--- config.mk ---
export PLATFORM = sky130hd
export DESIGN_NAME = pcsr_status_reg
export DESIGN_NICKNAME = d
export VERILOG_FILES = /design/src/pkg/pcsr_pkg.sv /design/src/core/pcsr_flag_cell.sv /design/src/core/pcsr_status_reg.sv
export SDC_FILE = /design/constraint.sdc
export NUM_CORES = 1
export LEC_CHECK = 0
export BUFFER_PORTS_ARGS = -buffer_cell sky130_fd_sc_hd__buf_2
export CAP_MARGIN = 5
export CORE_MARGIN = 3
export CORE_UTILIZATION = 38
export CTS_CLUSTER_DIAMETER = 30
export CTS_CLUSTER_SIZE = 20
export DETAILED_ROUTE_END_ITERATION = 7
export PLACE_DENSITY = 0.78
export SETUP_SLACK_MARGIN = 0.4
export SLEW_MARGIN = 0
export SYNTH_ARGS = -nofsm -noshare
export SYNTH_HDL_FRONTEND = slang
export SYNTH_SLANG_ARGS = --single-unit
--- constraint.sdc ---
create_clock -name core_clk -period 0.9 [get_ports core_clk]
set_input_delay 0.045 -clock core_clk [delete_from_list [all_inputs] [get_ports core_clk]]
set_output_delay 0.045 -clock core_clk [all_outputs]
set_load 0.1 [all_outputs]
--- src/pkg/pcsr_pkg.sv ---
// Purpose: Shared constants and carrier types for the PCI status register bank
// Assumes: One clock (core_clk), asynchronous active-low reset
// Notes:   Byte offsets are configuration-space byte addresses
package pcsr_pkg;

   // ****************************************************************
   // Register map
   // ****************************************************************
   localparam logic [7:0]  PCSR_STATUS_OFFSET = 8'h06;
   localparam logic [15:0] PCSR_STATUS_RESET  = 16'h0210;

   // ****************************************************************
   // Field positions
   // ****************************************************************
   localparam int PCSR_BIT_DETECTED_PARITY = 15;
   localparam int PCSR_BIT_SIGNALED_SERR   = 14;
   localparam int PCSR_BIT_RCVD_RECEIVED_MASTER_ABORT_FLAG     = 13;
   localparam int PCSR_BIT_RCVD_TABORT     = 12;
   localparam int PCSR_BIT_SIG_TABORT      = 11;
   localparam int PCSR_BIT_DEVSEL_LO       = 9;
   localparam int PCSR_BIT_MASTER_DPAR     = 8;
   localparam int PCSR_BIT_BACK_TO_BACK    = 7;
   localparam int PCSR_BIT_USER_FEATURE    = 6;
   localparam int PCSR_BIT_DOUBLE_SPEED    = 5;
   localparam int PCSR_BIT_CAP_LIST        = 4;

   // ****************************************************************
   // Hardwired field values and masks
   // ****************************************************************
   localparam logic [1:0]  PCSR_DEVSEL_MEDIUM      = 2'h1;
   localparam logic        PCSR_BACK_TO_BACK_VAL   = 1'b0;
   localparam logic        PCSR_USER_FEATURE_VAL   = 1'b0;
   localparam logic        PCSR_DOUBLE_SPEED_VAL   = 1'b0;
   localparam logic        PCSR_CAP_LIST_VAL       = 1'b1;
   localparam logic [3:0]  PCSR_RESERVED_VAL       = 4'h0;
   localparam logic [15:0] PCSR_FLAG_MASK          = 16'hF900;
   localparam logic [15:0] PCSR_FIXED_MASK         = 16'h06FF;

   // ****************************************************************
   // Carrier types
   // ****************************************************************
   // Bus events reported by the surrounding PCI interface logic
   typedef struct packed {
      logic addr_parity_err;   // Address-phase parity error seen
      logic data_parity_err;   // Data-phase parity error seen
      logic serr_signaled;     // System error driven to host
      logic master_abort;      // Own master cycle ended by master abort
      logic target_abort_rcvd; // Own master cycle ended by target abort
      logic target_abort_sig;  // Own target cycle ended with target abort
      logic perr_seen;         // Parity error line asserted by any agent
      logic bus_master_xfer;   // Device is master of current data transfer
   } pcsr_event_t;

   // Configuration access request
   typedef struct packed {
      logic        rd;      // Read strobe, one cycle
      logic        wr;      // Write strobe, one cycle
      logic [7:0]  addr;    // Byte address
      logic [1:0]  byte_en; // Active-high byte enables
      logic [15:0] wdata;   // Write data
   } pcsr_cfg_req_t;

endpackage : pcsr_pkg

--- src/core/pcsr_flag_cell.sv ---
// Purpose: One sticky event flag cleared by writing one
// Assumes: Set and clear come from logic on the same clock
// Notes:   Set has priority over clear in the same cycle
module pcsr_flag_cell (
   // Clock and reset
   input  wire logic core_clk,
   input  wire logic arst_n,
   // Control
   input  wire logic set,
   input  wire logic clr,
   // State
   output logic      flag_q
);
   import pcsr_pkg::*;

   // Sticky flag, event beats a simultaneous clear
   always_ff @(posedge core_clk or negedge arst_n) begin
      if (!arst_n) begin
         flag_q <= 1'b0;
      end else if (set) begin
         flag_q <= 1'b1;
      end else if (clr) begin
         flag_q <= 1'b0;
      end
   end

endmodule : pcsr_flag_cell

--- src/core/pcsr_status_reg.sv ---
// Purpose: PCI configuration status register with sticky error flags
// Assumes: Events and config strobes are synchronous to core_clk
// Notes:   Read data answers one cycle after the read strobe

// Functional notes
// - Bit 15 sets on any detected address or data parity error.
// - Bit 14 sets only when system error enabled and actually signaled.
// - Bit 13 sets when own master cycle ends in master abort.
// - Bit 12 sets when own master cycle ends in target abort.
// - Bit 11 sets when device as target signals target abort.
// - Bits 10-9 read fixed 01b medium select timing; writes ignored.
// - Bit 8 sets on parity line, device master, and parity response enabled.
// - Bit 7 reads 0, no fast back-to-back acceptance.
// - Bit 6 reads 0, no user-definable features.
// - Bit 5 reads 0, not double-speed capable.
// - Bit 4 reads 1, capabilities list present.
// - Bits 3-0 read zero, writes ignored.
// - Writing one clears a flag; zero and reads leave it alone.
// - Register reads 0210h after reset, all flags clear.
module pcsr_status_reg (
   // Clock and reset
   input  wire logic                    core_clk,
   input  wire logic                    arst_n,
   // Command register enables
   input  wire logic                    system_error_enable,
   input  wire logic                    parity_response_enable,
   // Bus events
   input  wire pcsr_pkg::pcsr_event_t   events,
   // Configuration access
   input  wire pcsr_pkg::pcsr_cfg_req_t cfg_req,
   output logic                         cfg_rvalid_q,
   output logic [15:0]                  cfg_rdata_q,
   // Register view
   output logic [15:0]                  status_word_q
);
   import pcsr_pkg::*;

   // ****************************************************************
   // Decode and event qualification
   // ****************************************************************
   logic        hit;
   logic [15:0] set_vec;
   logic [15:0] clr_vec;
   logic [15:0] flags;
   logic [15:0] fixed_bits;
   logic [15:0] status_d;

   // Address match on the status halfword
   assign hit = (cfg_req.addr[7:1] == PCSR_STATUS_OFFSET[7:1]);

   // Per-bit event sources
   always_comb begin
      set_vec = 16'h0000;
      set_vec[PCSR_BIT_DETECTED_PARITY] = events.addr_parity_err
                                        | events.data_parity_err;
      set_vec[PCSR_BIT_SIGNALED_SERR]   = events.serr_signaled
                                        & system_error_enable;
      set_vec[PCSR_BIT_RCVD_RECEIVED_MASTER_ABORT_FLAG]     = events.master_abort;
      set_vec[PCSR_BIT_RCVD_TABORT]     = events.target_abort_rcvd;
      set_vec[PCSR_BIT_SIG_TABORT]      = events.target_abort_sig;
      set_vec[PCSR_BIT_MASTER_DPAR]     = events.perr_seen
                                        & events.bus_master_xfer
                                        & parity_response_enable;
   end

   // Write-one-to-clear, flags all sit in the upper byte lane
   always_comb begin
      clr_vec = 16'h0000;
      if (cfg_req.wr && hit) begin
         clr_vec[15:8] = cfg_req.wdata[15:8] & {8{cfg_req.byte_en[1]}};
         clr_vec[7:0]  = cfg_req.wdata[7:0] & {8{cfg_req.byte_en[0]}};
      end
   end

   // Hardwired read-only fields
   always_comb begin
      fixed_bits = 16'h0000;
      fixed_bits[PCSR_BIT_DEVSEL_LO+1:PCSR_BIT_DEVSEL_LO] = PCSR_DEVSEL_MEDIUM;
      fixed_bits[PCSR_BIT_BACK_TO_BACK] = PCSR_BACK_TO_BACK_VAL;
      fixed_bits[PCSR_BIT_USER_FEATURE] = PCSR_USER_FEATURE_VAL;
      fixed_bits[PCSR_BIT_DOUBLE_SPEED] = PCSR_DOUBLE_SPEED_VAL;
      fixed_bits[PCSR_BIT_CAP_LIST]     = PCSR_CAP_LIST_VAL;
      fixed_bits[3:0]                   = PCSR_RESERVED_VAL;
   end

   // ****************************************************************
   // Flag storage
   // ****************************************************************
   // One sticky cell per flag position, others read constant
   for (genvar i = 0; i < 16; i++) begin : g_bit
      if (PCSR_FLAG_MASK[i]) begin : g_flag
         pcsr_flag_cell u_cell (
            .core_clk (core_clk),
            .arst_n   (arst_n),
            .set      (set_vec[i]),
            .clr      (clr_vec[i]),
            .flag_q   (flags[i])
         );
      end else begin : g_none
         assign flags[i] = 1'b0;
      end
   end

   // Next register view, flag cells merged with fixed fields
   assign status_d = (flags & PCSR_FLAG_MASK) | (fixed_bits & PCSR_FIXED_MASK);

   // ****************************************************************
   // Outputs
   // ****************************************************************
   // Registered copy of the register contents
   always_ff @(posedge core_clk or negedge arst_n) begin
      if (!arst_n) begin
         status_word_q <= PCSR_STATUS_RESET;
      end else begin
         status_word_q <= status_d;
      end
   end

   // Read answer, unmapped addresses return zero
   always_ff @(posedge core_clk or negedge arst_n) begin
      if (!arst_n) begin
         cfg_rvalid_q <= 1'b0;
         cfg_rdata_q  <= 16'h0000;
      end else begin
         cfg_rvalid_q <= cfg_req.rd;
         if (cfg_req.rd) begin
            cfg_rdata_q <= hit ? status_word_q : 16'h0000;
         end
      end
   end
endmodule : pcsr_status_reg

======== After elaboration in Yosys (flattened, before gate mapping) ========
Index checks and enable logic that the tools add are counted.
word-level totals
  register bits after elaboration ......... 29
  input bits .............................. 40
  output and inout bits ................... 33
  logic and storage cells ................. 37
operators by class
  eq/ne operators ......................... 1
  multiplexer cells ....................... 14
  bitwise logic cells ..................... 6
  reduce and logical (&&, ||, !) cells .... 7
operators with widths
  cell                number
  $mux 16             2
  $and 8x8->8         2
  $mux 1              12
  $reduce_bool 2->1   6
  $eq 7x2->1 const B  1
  $and 1x1->1         3
  $logic_and 1x1->1   1
  $or 1x1->1          1

======== Longest topological paths before layout ========
Gate-level depths: netlist (run 1).
  depth in word-level cells ............... 5
  mapped depth ............................ 3
  gate-level depth less buffers ........... 3

======== Cells and area by module ========
A second synthesis (run 1) with hierarchy kept.
second synthesis, totals
  cells, all modules ...................... 95
  area total of the unflattened synthesis .. 993.5 um^2
by module, submodules not included
  module           times used  cells each  area an instance (um^2)  sequential area each (um^2)
  pcsr_status_reg  1           77          775.7                    350.3
  pcsr_flag_cell   6           3           36.3                     25.0

======== Worst setup path before layout (run 1) ========
OpenSTA, ideal clock, no wires.
  path type ............................... register -> output
  start ................................... register cfg_rdata_q[9]
  end ..................................... output port cfg_rdata_q[9]
  data arrival time ....................... 1337 ps
  required time ........................... 855 ps
  setup slack ............................. -482 ps
  cell stages (with the launch flop) ...... 2
  buffers on the path ..................... 1
  cells stage by stage .................... dfrtp_1 > buf_4
RTL lines
  element                 RTL line                text
  start, declared         pcsr_status_reg.sv:32   output logic [15:0] cfg_rdata_q,
  start signal, assigned  pcsr_status_reg.sv:127  cfg_rdata_q <= hit ? status_word_q : 16'h0000;
No word-level cell between the ends.

======== Worst setup path in the final report (run 1) ========
  start ................................... register cfg_rdata_q[9]
  end ..................................... output port cfg_rdata_q[9]
No word-level cell between the ends.

==> summary.txt, run 1 <==
Placed design
  • DP HPWL: 1560 µm
  • Number of I/O port buffers: 42
  • Routability Congestion: 0.658

Pwr
  • Int Pwr: 0.00125 W
  • Switching Fraction: 36.7%
  • Clock power frac: 25.9%
  • Peak supply drop: 891 µV
  • Comb power frac: 27.8%
  • Reg power frac: 46.3%
  • Total power density per cell area: 1300 nW/µm²
  • Leakage: 0.658 nW
  • Sw power: 0.000724 W

Logic synthesis
  • Number of synthesized flops with an enable pin: 0
  • Avg Inst Size Synth: 11.2 µm²
  • Asr flop ratio synth: 100%
  • Ys Warns: 0
  • Synth Instances: 81
  • Prevailing post-synth register cell: dfrtp_1
  • Unique masters post-synth: 23
  • Share of the synthesized area in the top cell type: 55.2%
  • Synth area leader: dfrtp_1
  • #FFs+latches synth: 20
  • Sequential-to-total area share from yosys stat: 55.2%
  • Mapped Area: 906 µm²
  • Dominant cells by area after synthesis: dfrtp_1 55%, buf_4 16%, o22ai_1 4.1%

Worst setup path
  • Critical Path Fanout Max: 2
  • Setup slack, reg-to-reg: -0.04 ns
  • Critical path type: flip-flop to primary output
  • Crit path from: cfg_rdata_q[9]$_DFFE_PN0P_
  • Crit path to: cfg_rdata_q[9]
  • Reg-to-Reg Start: status_word_q[13]$_DFF_PN0_
  • Crit start category: flip-flop
  • CP Data Arrival Time: 1.08 ns
  • Cells on worst reg2reg path: 4
  • Reg-to-reg critical path endpoint: cfg_rdata_q[13]$_DFFE_PN0P_
  • Worst endpoint required time: 0.85 ns
  • Crit end category: primary output

GRT
  • Grt total ovfl: 0
  • Total GRT Usage: 13.7%
  • Pin count of the biggest net entering global routing: 21
  • Vias in the first global route: 592
  • Antenna violations before repair: 0
  • First-pass GRT wire length: 2710 µm

Layout
  • Fillers: 170
  • Most frequent cells in the layout: 27 x buf_2, 18 x conb_1, 15 x buf_12
  • Ant diodes: 0
  • Most common cell after layout, fill and taps aside: buf_2
  • Fin nets: 171
  • Area delta synth->final: 66.9%
  • Share of layout cells above drive strength 1: 68.5%

Floorplanning
  • I/O pin cnt: 73
  • Total Die Area: 3010 µm²
  • Core Region: 2230 µm²
  • FP Rows: 17
  • Horiz. Die Dim: 54.8 µm
  • Die Y: 54.8 µm
  • Starting Density: 40.6%

Detailed routing
  • Vias per cell: 4.48
  • Detail Route Antenna Nets: 0
  • WL/cell: 12.6 µm
  • Drt pass-1 iters: 3
  • Routed WL: 2000 µm
  • Vias post-DR: 708
  • Starting DRT DRC Count: 1
  • DRC violations left: 0

STA
  • Setup_tns: -2.07 ns
  • Final Critical Period: 1.13 ns
  • Clock Skew: 0.00278 ns
  • Final worst-path cycle share: 125%
  • Setup repair after global routing missed its margin: yes
  • Final Slew Violations: 0
  • # setup viols final: 16
  • Max Fclk: 888 MHz
  • Final WS setup: -0.227 ns
  • Hold Vio Cnt, Final: 22
  • Minimum hold slack: -0.327 ns

Run status
  • Status: finished with violations
  • Failing checks: negative hold slack, negative setup slack

Hold path
  • Hold Crit Class: primary input to async pin

Clock tree
  • Clock Sinks: 20
  • H-tree depth: 1
  • Clk pin slew, worst setup/hold paths: 0.11 ns
  • Largest buffer count on any clock path: 2
  • CTS tree: built
  • CTS buffer count: 3
  • Worst skew pair latency: 0.29 ns
  • Root buffer cell: clkbuf_4

Run
  • Max_cap viols: 0
-- Yosys cell counts (2+ instances only) --
cell and n:
conb_1 2, o22ai_1 6, buf_4 19, inv_1 6
a21oi_1 3, nand2b_1 2, nand2_1 7, o32a_1 2
dfrtp_1 20
-- power groups by stage --
stage               registers, W  clock network [W]  logic, W
floorplan               0.000971                  0  0.000428
global placement        0.000933                  0  0.000523
detailed placement      0.000933                  0  0.000533
CTS                     0.000913           0.000527  0.000536
global route            0.000914           0.000552  0.000570
finish                  0.000913           0.000510  0.000548
-- cells by family (layout without fill, tap and decap cells) --
group / Yosys count / after routing / synth area share, %
buffers and inverters: 26 / 59 / 18.6
other: 2 / 18 / 0.829
multiplexers: 1 / 1 / 1.24
flip-flops: 20 / 20 / 55.2
AND/OR/NAND/NOR: 18 / 18 / 13.3
AO/OA/AOI/OAI: 14 / 14 / 10.8
-- metal layers --
metal / up-vias / GRT usage (%) / wire, µm
met5: - / 0 / 0
met4: 0 / 9.96 / 41
met3: 4 / 3.27 / 198
met2: 44 / 22.8 / 1080
met1: 325 / 15.1 / 681
li1: 335 / - / -
-- worst min path at each step --
stage	from	cells past startpoint	end	slack, ns
floorplan	arst_n	0	g_bit[11].g_flag.u_cell.flag_q$_DFFE_PN0P_	-0.25
global placement	arst_n	1	cfg_rvalid_q$_DFF_PN0_	-0.008
detailed placement	arst_n	1	cfg_rvalid_q$_DFF_PN0_	0.005
CTS	arst_n	1	cfg_rvalid_q$_DFF_PN0_	-0.33
global route	arst_n	1	cfg_rdata_q[15]$_DFFE_PN0P_	-0.32
finish	arst_n	1	cfg_rdata_q[15]$_DFFE_PN0P_	-0.33
-- stage by stage --
stage,setup WS (ns),util [%],std cells,power [W],cell area [µm²]
after CTS,-0.237,65.3,156,0.00198,1460
final,-0.227,67.7,158,0.00197,1510
after detailed placement,-0.0624,62.2,150,0.00147,1390
after floorplan,-0.124,-,97,0.00140,1040
after global routing,-0.264,67.7,158,0.00204,1510
after global placement,-0.0237,62.2,150,0.00146,1390
-- critical path: stages (launching register included) --
cell and delay (ns):
dfrtp_4 0.50, buf_6 0.13, buf_12 0.15
-- layout make-up --
cell class,count,area [µm²],share of cell area (%)
clock buffer,4,36.3,2.40
multi-input combinational,51,358,23.7
sequential,20,553,36.6
inverter,6,22.5,1.49
tap,28,35.0,2.32
timing repair buffer,49,507,33.5
-- registers in the layout, summed over array words and instances (netlist names) --
name,count
g_bit.g_flag.u_cell.flag_q,6
cfg_rdata_q,7
status_word_q,6
cfg_rvalid_q,1
-- timing repair --
action / CTS / global route
setup endpoints to repair: 34 / 34
hold endpoints to repair: 22 / 23
gates resized for setup: 9 / 9
pin swaps: 3 / 1
cloned: 0 / 0
setup buffers: 2 / 2
Power figures use the tool's default switching activity.
==> run 2: changes to the inputs <==
Settings changed: PLACE_DENSITY 0.78 to 0.77.
==> run 2 against run 1 <==
Compared with the run above: the run still ends with negative hold slack, negative setup slack left; critical path type unchanged; die area stayed put; register-to-register slack hardly changed; critical path depth stayed put; core utilization rose by 1.9 points; clock skew barely moved; non-clock buffer count rose by 3; hold slack gained 0.0069 ns.
==> summary.txt, run 2 (synthesis results as in run 1) <==
Placed design
  • Number of I/O port buffers: 42 (unchanged)
  • Pre-CTS setup slack: -0.0718 ns (was -0.0624 ns)
  • DP HPWL: 1510 µm (was 1560 µm)
  • Post-DP Area: 1390 µm² (unchanged)
  • Routability Congestion: 0.649 (was 0.658)

Detailed routing
  • Starting DRT DRC Count: 4 (was 1)
  • DRC violations left: 0 (unchanged)
  • Drt pass-1 iters: 4 (was 3)
  • Vias per cell: 4.39 (was 4.48)
  • Routed WL: 1890 µm (was 2000 µm)
  • Detail Route Antenna Nets: 0 (unchanged)
  • Vias post-DR: 703 (was 708)
  • WL/cell: 11.8 µm (was 12.6 µm)

GRT
  • Total GRT Usage: 12.0% (was 13.7%)
  • Antenna violations before repair: 0 (unchanged)
  • Vias in the first global route: 642 (was 592)
  • First-pass GRT wire length: 2570 µm (was 2710 µm)
  • Pin count of the biggest net entering global routing: 21 (unchanged)
  • Grt total ovfl: 0 (unchanged)

Floorplanning
  • Core Region: 2230 µm² (unchanged)
  • Starting Density: 40.6% (unchanged)
  • FP Rows: 17 (unchanged)
  • Total Die Area: 3010 µm² (unchanged)
  • I/O pin cnt: 73 (unchanged)
  • Horiz. Die Dim: 54.8 µm (unchanged)
  • Die Y: 54.8 µm (unchanged)

Hold path
  • Hold Crit Class: primary input to async pin (unchanged)

Pwr
  • Leakage: 0.678 nW (was 0.658 nW)
  • Peak supply drop: 867 µV (was 891 µV)
  • Total power density per cell area: 1200 nW/µm² (was 1300 nW/µm²)

Layout
  • Share of layout cells above drive strength 1: 70.5% (was 68.5%)
  • Most frequent cells in the layout: 25 x buf_2, 18 x conb_1, 15 x buf_12 (was 27 x buf_2, 18 x conb_1, 15 x buf_12)
  • Fin nets: 174 (was 171)
  • Design area: 1550 µm² (was 1510 µm²)
  • Ant diodes: 0 (unchanged)
  • Biggest regs: cfg_rdata_q (7), g_bit.g_flag.u_cell.flag_q (6), status_word_q (6) (unchanged)
  • Area delta synth->final: 71.5% (was 66.9%)
  • Max reg flops: 7 (unchanged)
  • Fillers: 174 (was 170)
  • Most common cell after layout, fill and taps aside: buf_2 (unchanged)
  • Largest Register: cfg_rdata_q (unchanged)

Clock tree
  • Largest buffer count on any clock path: 2 (unchanged)
  • Root buffer cell: clkbuf_4 (unchanged)
  • Worst skew pair latency: 0.29 ns (about the same)
  • CTS buffer count: 3 (unchanged)
  • Clock Sinks: 20 (unchanged)
  • Clk pin slew, worst setup/hold paths: 0.10 ns (was 0.11 ns)
  • CTS tree: built (unchanged)
  • H-tree depth: 1 (unchanged)

Worst setup path
  • Critical Path Fanout Max: 2 (unchanged)
  • Crit end category: primary output (unchanged)
  • Reg-to-Reg Start: cfg_rdata_q[14]$_DFFE_PN0P_ (was status_word_q[13]$_DFF_PN0_)
  • CP Cell Sequence: buf_6 > buf_12 (unchanged)
  • Slowest stage cell, crit path: dfrtp_4 (unchanged)
  • CP Data Arrival Time: 1.06 ns (was 1.08 ns)
  • Crit start category: flip-flop (unchanged)
  • CP Depth: 2 (unchanged)
  • Worst endpoint required time: 0.85 ns (about the same)
  • WP buf/inv: 2 (unchanged)
  • Critical path type: flip-flop to primary output (unchanged)
  • Peak per-stage delay on the critical path: 0.49 ns (was 0.50 ns)
  • Reg-to-reg critical path endpoint: cfg_rdata_q[14]$_DFFE_PN0P_ (was cfg_rdata_q[13]$_DFFE_PN0P_)
  • CP top delay family: flip-flops (unchanged)
  • Setup slack, reg-to-reg: -0.04 ns (about the same)
  • Cells on worst reg2reg path: 4 (unchanged)

STA
  • Final worst-path cycle share: 123% (was 125%)
  • # setup viols final: 17 (was 16)
  • Setup repair after global routing missed its margin: yes (unchanged)
  • Final WS setup: -0.206 ns (was -0.227 ns)
  • Minimum hold slack: -0.320 ns (was -0.327 ns)
  • Hold Vio Cnt, Final: 21 (was 22)
  • Max Fclk: 904 MHz (was 888 MHz)
  • Clock Skew: 0.00250 ns (was 0.00278 ns)
  • Final Critical Period: 1.11 ns (was 1.13 ns)
  • Final Slew Violations: 0 (unchanged)

Run status
  • Failing checks: negative hold slack, negative setup slack (unchanged)
  • Status: finished with violations (unchanged)

Run
  • Max_cap viols: 0 (unchanged)
run 2: cell types whose count changed in the layout (fill, tap and decap cells not counted), sizes merged:
| cell | change |
|---|---|
| buf | +3 |
| clkbuf | -1 |
run 2: area by class of cell:
class,count,area [µm²],area share (%)
timing repair buffer,52,553,35.6
sequential,20,553,35.6
inverter,6,22.5,1.45
multi-input combinational,51,368,23.7
clock buffer,3,22.5,1.45
tap,28,35.0,2.25
run 2: worst reg2reg max path: cells and delay by family, from the launching register on:
kind	cells	cell delay, ns
compound gates	1	0.06
flops	1	0.51
buf+inv	3	0.26
run 2: repair_timing:
item,4_1_cts,5_1_grt
pin swaps,5,1
hold endpoints to repair,24,21
setup buffers,2,5
gates resized for setup,12,12
endpoints found under the setup margin,34,34
run 2: worst max path at each step:
stage	start	endpoint	slack [ns]
floorplan	cfg_rdata_q[9]$_DFFE_PN0P_	cfg_rdata_q[9]$_DFFE_PN0P_	-0.12
global placement	cfg_req[24]	g_bit[12].g_flag.u_cell.flag_q$_DFFE_PN0P_	-0.02
detailed placement	cfg_req[24]	g_bit[12].g_flag.u_cell.flag_q$_DFFE_PN0P_	-0.07
finish	cfg_rdata_q[9]$_DFFE_PN0P_	cfg_rdata_q[4]	-0.21
global route	cfg_rdata_q[9]$_DFFE_PN0P_	cfg_rdata_q[4]	-0.23
CTS	cfg_rdata_q[9]$_DFFE_PN0P_	cfg_rdata_q[4]	-0.22
run 2: layer usage:
| layer | track usage [%] | part of all wire [%] |
|---|---|---|
| met5 | 0 | 0 |
| met1 | 13.7 | 35 |
| met3 | 1.63 | 8.0 |
| met4 | 4.98 | 0.42 |
| met2 | 21.9 | 56 |
run 2: per-stage QoR:
| step | setup TNS (ns) | instances | power, W | hold slack, ns | util, % |
|---|---|---|---|---|---|
| finish | -1.90 | 160 | 0.00187 | -0.320 | 69.6 |
| global route | -2.31 | 160 | 0.00193 | -0.289 | 69.6 |
| global placement | -0.0443 | 150 | 0.00146 | -0.0000484 | 62.2 |
| detailed placement | -0.350 | 150 | 0.00146 | 0.00645 | 62.2 |
| CTS | -1.99 | 155 | 0.00187 | -0.315 | 65.4 |
| floorplan | -0.216 | 97 | 0.00140 | -0.251 | - |
run 2: power breakdown:
part | switching (W) | internal, W
Combinational | 0.000454 | 0.000101
Sequential | 0.00000605 | 0.000907
Clock | 0.000243 | 0.000155
